===== config.mk =====
export PLATFORM = sky130hd
export DESIGN_NAME = camera_output_line_strobe_ctrl
export DESIGN_NICKNAME = d
export VERILOG_FILES = /design/src/common/strobe_ctrl_pkg.sv /design/src/design/us_tick_gen.sv /design/src/design/camera_output_line_strobe_ctrl.sv
export SDC_FILE = /design/constraint.sdc
export NUM_CORES = 1
export LEC_CHECK = 0
export BUFFER_PORTS_ARGS = -buffer_cell sky130_fd_sc_hd__buf_4
export CORE_ASPECT_RATIO = 1.1
export CORE_MARGIN = 2
export CORE_UTILIZATION = 40
export DETAILED_ROUTE_END_ITERATION = 12
export PLACE_DENSITY = 0.7
export SKIP_LAST_GASP = 1
export SYNTH_ARGS = -nofsm -noshare
export SYNTH_HDL_FRONTEND = slang
export SYNTH_SLANG_ARGS = --single-unit

===== constraint.sdc =====
create_clock -name sys_clk -period 3.9 [get_ports sys_clk]
set_input_delay 0.78 -clock sys_clk [delete_from_list [all_inputs] [get_ports sys_clk]]
set_output_delay 0.78 -clock sys_clk [all_outputs]
set_load 0.02 [all_outputs]

===== src/common/strobe_ctrl_pkg.sv =====
// Purpose: Shared constants and types for the camera output line strobe control.
// Assumes: 50 MHz system clock; times counted in one-microsecond ticks.
// Notes:   Every offset-free setting of the block is a plain port.
package strobe_ctrl_pkg;

   // ***************************************************************
   // Timing
   // ***************************************************************
   localparam int unsigned CLK_FREQ_HZ     = 50000000;
   localparam int unsigned TICK_TIME_NS    = 1000;
   localparam int unsigned CLK_PERIOD_NS   = 1000000000 / CLK_FREQ_HZ;
   localparam int unsigned TICK_CYCLES     = TICK_TIME_NS / CLK_PERIOD_NS;
   localparam int unsigned MAX_TIME_US     = 5000000;
   localparam int unsigned TIME_W          = 23;
   localparam int unsigned TICK_W          = 6;

   // ***************************************************************
   // Line layout
   // ***************************************************************
   localparam int unsigned NUM_LINES       = 3;
   localparam int unsigned LINE_ISO        = 0;
   localparam int unsigned LINE_GEN_A      = 1;
   localparam int unsigned LINE_GEN_B      = 2;
   localparam logic [2:0]  LINES_RESET     = 3'h0;

   // ***************************************************************
   // Types
   // ***************************************************************
   typedef enum logic {SRC_STROBE = 1'b0, SRC_USER = 1'b1} out_src_t;
   typedef enum logic {MODE_PRE_DELAY = 1'b0, MODE_DELAY = 1'b1} delay_mode_t;

   typedef struct packed {
      delay_mode_t        delay_mode;
      logic [TIME_W-1:0]  delay_us;
      logic [TIME_W-1:0]  high_us;
   } strobe_cfg_t;

   typedef struct packed {
      out_src_t  src;
      logic      invert;
      logic      is_output;
   } line_cfg_t;

endpackage : strobe_ctrl_pkg


===== src/design/us_tick_gen.sv =====
// Purpose: One-microsecond tick generator.
// Assumes: Clock rate given by the package.
// Notes:   The tick is a one-cycle pulse every TICK_CYCLES clocks.
`timescale 1ns/100ps
module us_tick_gen #(
   parameter int unsigned CYCLES = strobe_ctrl_pkg::TICK_CYCLES
) (
   // Clock and reset
   input  wire logic sys_clk,
   input  wire logic arst_n,
   // Restart and tick
   input  wire logic restart,
   output logic      tick
);
   logic [strobe_ctrl_pkg::TICK_W-1:0] cnt_reg;
   logic [strobe_ctrl_pkg::TICK_W-1:0] cnt_next;

   always_comb
   begin
      if (restart || cnt_reg == strobe_ctrl_pkg::TICK_W'(CYCLES - 1))
         cnt_next = '0;
      else
         cnt_next = cnt_reg + 1'b1;
   end

   always_ff @(posedge sys_clk or negedge arst_n)
   begin
      if (!arst_n)
         cnt_reg <= '0;
      else
         cnt_reg <= cnt_next;
   end

   assign tick = !restart && cnt_reg == strobe_ctrl_pkg::TICK_W'(CYCLES - 1);

endmodule : us_tick_gen


===== src/design/camera_output_line_strobe_ctrl.sv =====
// Purpose: Drives the isolated output and two general lines from strobe or user value.
// Assumes: exposure_start and exposure_end are pulses from logic on sys_clk.
// Notes:   Pre-delay counts from exposure start, delay counts from exposure end.
`timescale 1ns/100ps
// Overview of operation
// Strobe source uses delay mode, time, duration.
// User source drives line from user value.
// Bit2 general_line_b, bit1 general_line_a, bit0 isolated.
// Inversion only on isolated or output lines.
// Delay mode is pre-delay or delay.
// Strobe postponed by delay time after reference.
// Strobe held high for programmed duration.
// Only lower three user bits used.
// Delay counted in microsecond ticks from reference.
module camera_output_line_strobe_ctrl #(
   parameter int unsigned TICK_CYCLES = strobe_ctrl_pkg::TICK_CYCLES
) (
   // Clock and reset
   input  wire logic                            sys_clk,
   input  wire logic                            arst_n,
   // Exposure events
   input  wire logic                            exposure_start,
   input  wire logic                            exposure_end,
   // Settings
   input  wire strobe_ctrl_pkg::strobe_cfg_t    strobe_cfg,
   input  wire strobe_ctrl_pkg::line_cfg_t [2:0] line_cfg,
   input  wire logic [31:0]                     user_output_value,
   // Status and lines
   output logic                                 strobe_active,
   output logic [2:0]                           line_out
);

   // ***************************************************************
   // Strobe sequencer
   // ***************************************************************
   typedef enum logic [2:0] {
      ST_IDLE  = 3'b001,
      ST_DELAY = 3'b010,
      ST_HIGH  = 3'b100
   } strobe_state_t;

   strobe_state_t                       state_reg;
   strobe_state_t                       state_next;
   logic [strobe_ctrl_pkg::TIME_W-1:0]  count_reg;
   logic [strobe_ctrl_pkg::TIME_W-1:0]  count_next;
   logic                                ref_event;
   logic                                tick;
   logic                                restart;
   logic [strobe_ctrl_pkg::TIME_W-1:0]  delay_sat;
   logic [strobe_ctrl_pkg::TIME_W-1:0]  high_sat;

   localparam logic [strobe_ctrl_pkg::TIME_W-1:0] TIME_MAX =
      strobe_ctrl_pkg::TIME_W'(strobe_ctrl_pkg::MAX_TIME_US);

   // Settings above the maximum saturate rather than wrap, so a bad write is still bounded.
   assign delay_sat = (strobe_cfg.delay_us > TIME_MAX) ? TIME_MAX : strobe_cfg.delay_us;
   assign high_sat  = (strobe_cfg.high_us > TIME_MAX) ? TIME_MAX : strobe_cfg.high_us;

   // Pre-delay references exposure start, delay references exposure end.
   assign ref_event = (strobe_cfg.delay_mode == strobe_ctrl_pkg::MODE_PRE_DELAY)
                      ? exposure_start : exposure_end;

   assign restart = ref_event && state_reg == ST_IDLE;

   us_tick_gen #(
      .CYCLES (TICK_CYCLES)
   ) u_tick (
      .sys_clk (sys_clk),
      .arst_n  (arst_n),
      .restart (restart),
      .tick    (tick)
   );

   always_comb
   begin
      state_next = state_reg;
      count_next = count_reg;
      case (state_reg)
         ST_IDLE:
         begin
            if (ref_event)
            begin
               count_next = '0;
               if (delay_sat != '0)
                  state_next = ST_DELAY;
               else if (high_sat != '0)
                  state_next = ST_HIGH;
            end
         end
         ST_DELAY:
         begin
            if (tick)
            begin
               if (count_reg + 1'b1 >= delay_sat)
               begin
                  count_next = '0;
                  state_next = (high_sat != '0) ? ST_HIGH : ST_IDLE;
               end
               else
                  count_next = count_reg + 1'b1;
            end
         end
         ST_HIGH:
         begin
            if (tick)
            begin
               if (count_reg + 1'b1 >= high_sat)
               begin
                  count_next = '0;
                  state_next = ST_IDLE;
               end
               else
                  count_next = count_reg + 1'b1;
            end
         end
         default:
         begin
            state_next = ST_IDLE;
            count_next = '0;
         end
      endcase
   end

   always_ff @(posedge sys_clk or negedge arst_n)
   begin
      if (!arst_n)
      begin
         state_reg <= ST_IDLE;
         count_reg <= '0;
      end
      else
      begin
         state_reg <= state_next;
         count_reg <= count_next;
      end
   end

   assign strobe_active = (state_reg == ST_HIGH);

   // ***************************************************************
   // Line output selection
   // ***************************************************************
   logic [2:0] lines_reg;
   logic [2:0] lines_next;
   logic [2:0] user_bits;

   // Upper bits of the written value are simply not wired.
   assign user_bits = user_output_value[2:0];

   always_comb
   begin
      for (int i = 0; i < strobe_ctrl_pkg::NUM_LINES; i++)
      begin
         logic lvl;
         logic inv_ok;
         lvl    = (line_cfg[i].src == strobe_ctrl_pkg::SRC_USER)
                  ? user_bits[i]
                  : strobe_active;
         inv_ok = (i == strobe_ctrl_pkg::LINE_ISO) || line_cfg[i].is_output;
         lines_next[i] = lvl ^ (line_cfg[i].invert & inv_ok);
      end
   end

   always_ff @(posedge sys_clk or negedge arst_n)
   begin
      if (!arst_n)
         lines_reg <= strobe_ctrl_pkg::LINES_RESET;
      else
         lines_reg <= lines_next;
   end

   assign line_out = lines_reg;

   // ***************************************************************
   // Checks
   // ***************************************************************
   property p_user_map;
      @(posedge sys_clk) disable iff (!arst_n)
      (line_cfg[strobe_ctrl_pkg::LINE_GEN_B].src == strobe_ctrl_pkg::SRC_USER
       && !line_cfg[strobe_ctrl_pkg::LINE_GEN_B].invert)
      |=> line_out[strobe_ctrl_pkg::LINE_GEN_B] == $past(user_output_value[2]);
   endproperty
   a_user_map: assert property (p_user_map) else $error("user bit 2 not on line b");

   property p_user_iso;
      @(posedge sys_clk) disable iff (!arst_n)
      (line_cfg[0].src == strobe_ctrl_pkg::SRC_USER)
      |=> line_out[0] == $past(user_output_value[0] ^ line_cfg[0].invert);
   endproperty
   a_user_iso: assert property (p_user_iso) else $error("isolated line wrong in user mode");

   property p_inv_blocked;
      @(posedge sys_clk) disable iff (!arst_n)
      (line_cfg[1].src == strobe_ctrl_pkg::SRC_USER && !line_cfg[1].is_output)
      |=> line_out[1] == $past(user_output_value[1]);
   endproperty
   a_inv_blocked: assert property (p_inv_blocked) else $error("input line inverted");

   property p_no_immediate;
      @(posedge sys_clk) disable iff (!arst_n)
      (state_reg == ST_IDLE && ref_event && delay_sat != '0) |=> !strobe_active [*2];
   endproperty
   a_no_immediate: assert property (p_no_immediate) else $error("strobe not delayed");

   property p_zero_delay;
      @(posedge sys_clk) disable iff (!arst_n)
      (state_reg == ST_IDLE && ref_event && delay_sat == '0 && high_sat != '0)
      |=> strobe_active;
   endproperty
   a_zero_delay: assert property (p_zero_delay) else $error("zero delay strobe late");

   property p_high_ends;
      @(posedge sys_clk) disable iff (!arst_n)
      (strobe_active && tick && count_reg + 1'b1 >= high_sat) |=> !strobe_active;
   endproperty
   a_high_ends: assert property (p_high_ends) else $error("strobe high too long");

   property p_high_holds;
      @(posedge sys_clk) disable iff (!arst_n)
      (strobe_active && !tick) |=> strobe_active;
   endproperty
   a_high_holds: assert property (p_high_holds) else $error("strobe dropped between ticks");

   property p_strobe_line;
      @(posedge sys_clk) disable iff (!arst_n)
      (line_cfg[0].src == strobe_ctrl_pkg::SRC_STROBE && !line_cfg[0].invert)
      |=> line_out[0] == $past(strobe_active);
   endproperty
   a_strobe_line: assert property (p_strobe_line) else $error("strobe not on line");

   property p_tick_spacing;
      @(posedge sys_clk) disable iff (!arst_n)
      tick |=> !tick [*8];
   endproperty
   a_tick_spacing: assert property (p_tick_spacing) else $error("tick too frequent");

endmodule : camera_output_line_strobe_ctrl


==> results.toml <==
[worst_setup_path]
r2r_end = "count_reg[8]"
cpLargestDelayFamily = "simple AND/OR/NAND/NOR gates"
cp_slowest_cell = "or4_4"
cp.required_ps = 4110
path_buf_inv = 4
cp_cell_sequence = "buf_6, or4_4, nor2_4, nand4_1, o31ai_4, buf_12, nand2_4, ha_4, a21oi_1, nor2b_1, o21ai_0, nand4_1, nor3_4, buf_6, o21ai_2, buf_4, o211ai_1"
cpPeakStageDelay_ps = 540
r2r_start = "count_reg[1]"
r2r_slack_ps = 90
crit_path_end_kind = "flop"
start_kind = "input port"
crit_fanout = 8
crit_arrival_ps = 4090
reg2reg_depth = 18
path_class = "in -> reg"

[pwr]
powerDensity_mw_per_mm2 = 264
swShare = 0.388
p_clk_frac = 0.209
power.switching_mw = 0.526
seq_power_share = 0.338
p_comb_frac = 0.453
p_leak_nw = 2.50
vdd_drop_max_v = 0.000202
p_total_mw = 1.36
p_int_mw = 0.831

[floorplan]
die_y_um = 103
start_util = 0.416
chipWidth_um = 93.6
io_pins = 96
coreArea_sq_mm = 0.00850
num_rows = 35
die_area_sq_mm = 0.00960

[sta]
fmax_ghz = 0.257
rsz0062_at_grt = "yes"
hold_viol_final = 0
worst_pin_slew_ps = 1000
setup_viol = 0
period_needed_ps = 3890
maxSlewViolCount = 0
clock_skew_ps = 13.4
max_slew_margin = 0.333
setup_slack_ps = 14.0
period_share = 0.996

[global_routing]
grt_pass1_vias = 3809
grtUsageMet2 = 0.416
busiest_layer = "met2"
gr-total-overflow = 0
use_met1 = 0.286
grt_pass1_wl_um = 17500
grt_usage = 0.230
antenna_found_initial = 0
grt_use_met3 = 0.0285
grt_max_degree = 36

[cells_and_area]
nNetsFinal = 734
finalNonFillerCells = 705
largest_register_ffs = 23
synthToLayoutAreaGrowth_pct = 45.4
drive_gt1_frac = 0.345
diodes = 0
num-fill-cells = 727

[placement]
place_congestion = 0.899
place_ws_ps = -504
hpwlAfterDp_um = 8610
dp.cells = 689
portBuffers = 65

[clocking]
numCtsBuffers = 5
cts_sinks = 35
cts_max_level = 2
clk_pin_slew_worst_paths_ps = 90
clk_path_buf_depth = 2
cts_tree = "done"
ctsRootBufferMaster = "clkbuf_8"
clkLatencyLatePin_ps = 300

[synth]
synthFlopType = "dfrtp_1"
synthTopCellsByArea = "dfrtp_1, ha_1, nand2_1"
synth.avg_cell_area_sq_um = 7.83
synth_top_area_frac = 0.241
synth_commonest_cells = "nand2_1, ha_1, nor2_1"
postSynth.asyncResetShare = 1.00
ys_types = 58
ys_ff_latch = 35
synthCells = 451
yosysSeqAreaShare = 0.248
yosysWarnings = 0
syn-cell-area_sq_mm = 0.00353
synth_edf_count = 0
synth_top_area_cell = "dfrtp_1"
synth.most_common_cell = "nand2_1"
syn-num-nets = 592

[detailed_routing]
drc = 0
viasPerCell = 5.57
wl_per_cell_um = 16.0
wirelength_um = 11300
firstDrtPassIters = 4
drtIter0Drc = 287
vias = 3929
ant_nets = 0

[hold_path]
hp-class = "in -> async"

[flow_run]
drv_cap = 0

[run_status]
status = "finished clean"
==> per-layer routing <==
| metal | vias up | wire [um] |
|---|---|---|
| met3 | 26 | 611 |
| met5 | - | 0 |
| li1 | 1939 | - |
| met1 | 1817 | 4810 |
| met4 | 0 | 334 |
| met2 | 147 | 5530 |
==> cells by family after synthesis <==
family / Yosys count / synth area share
buffers and inverters: 19 / 0.0227
DFF: 35 / 0.248
AOI/OAI and AO/OA: 84 / 0.163
adders and majority gates: 49 / 0.174
xor gates and xnor gates: 16 / 0.0397
muxes: 6 / 0.0177
and+or+nand+nor: 242 / 0.335
==> power by group through the flow <==
stage | Sequential, mW | Combinational [mW] | Clock (mW)
6_report | 0.458 | 0.614 | 0.284
2_1_floorplan | 0.459 | 0.287 | 0
3_3_place_gp | 0.461 | 0.519 | 0
4_1_cts | 0.457 | 0.574 | 0.288
3_5_place_dp | 0.464 | 0.532 | 0
5_1_grt | 0.464 | 0.673 | 0.312
==> cells in the final DEF, fill, tap and decap left out, drive strengths merged, types with 2 or more instances in the layout <==
master	count
o31a	3
mux2i	4
o21ai	19
and3	3
o2111ai	2
clkbuf	5
o21a	3
ha	49
nor2	43
and2	10
o22ai	2
clkinvlp	2
dfrtp	34
a21boi	2
a21oi	19
nor2b	8
mux2	2
buf	145
or2	16
nand2b	4
nand3	12
o211ai	6
and4	2
inv	10
nand2	97
nor3	11
xor2	7
nor4	11
a31oi	2
o221ai	12
xnor2	9
nand4	18
a32o	3
o211a	2
==> what timing repair did <==
item,4_1_cts,5_1_grt
gates resized for setup,15,30
hold buffers,0,0
cloned,1,0
endpoints found under the setup margin,17,22
pin swaps,11,23
setup buffers,6,2
==> per-stage QoR <==
step                utilization  hold WS [ps]  setup TNS, ps  instance area [sq um]
floorplan                     -           461              0                   3540
global placement          0.553           479          -8620                   4700
detailed placement        0.553           489          -9180                   4700
CTS                       0.583           443              0                   4950
global route              0.605           448          -1640                   5140
finish                    0.605           427              0                   5140
==> area by class of cell <==
class,count,area [sq um],area share
clock inverter,3,23.8,0.00463
multi-input combinational,397,2850,0.554
inverter,9,33.8,0.00657
tap,111,139,0.0270
sequential,35,877,0.171
clock buffer,5,68.8,0.0134
timing repair buffer,145,1150,0.223
==> worst max path at each step <==
| stage | to | depth (start not counted) | from |
|---|---|---|---|
| floorplan | state_reg[1] | 14 | strobe_cfg[21] |
| global placement | state_reg[2] | 14 | strobe_cfg[21] |
| detailed placement | state_reg[1] | 14 | strobe_cfg[21] |
| CTS | count_reg[8] | 18 | strobe_cfg[21] |
| global route | count_reg[6] | 17 | strobe_cfg[16] |
| finish | count_reg[8] | 17 | strobe_cfg[16] |
Power figures use the tool's default switching activity.
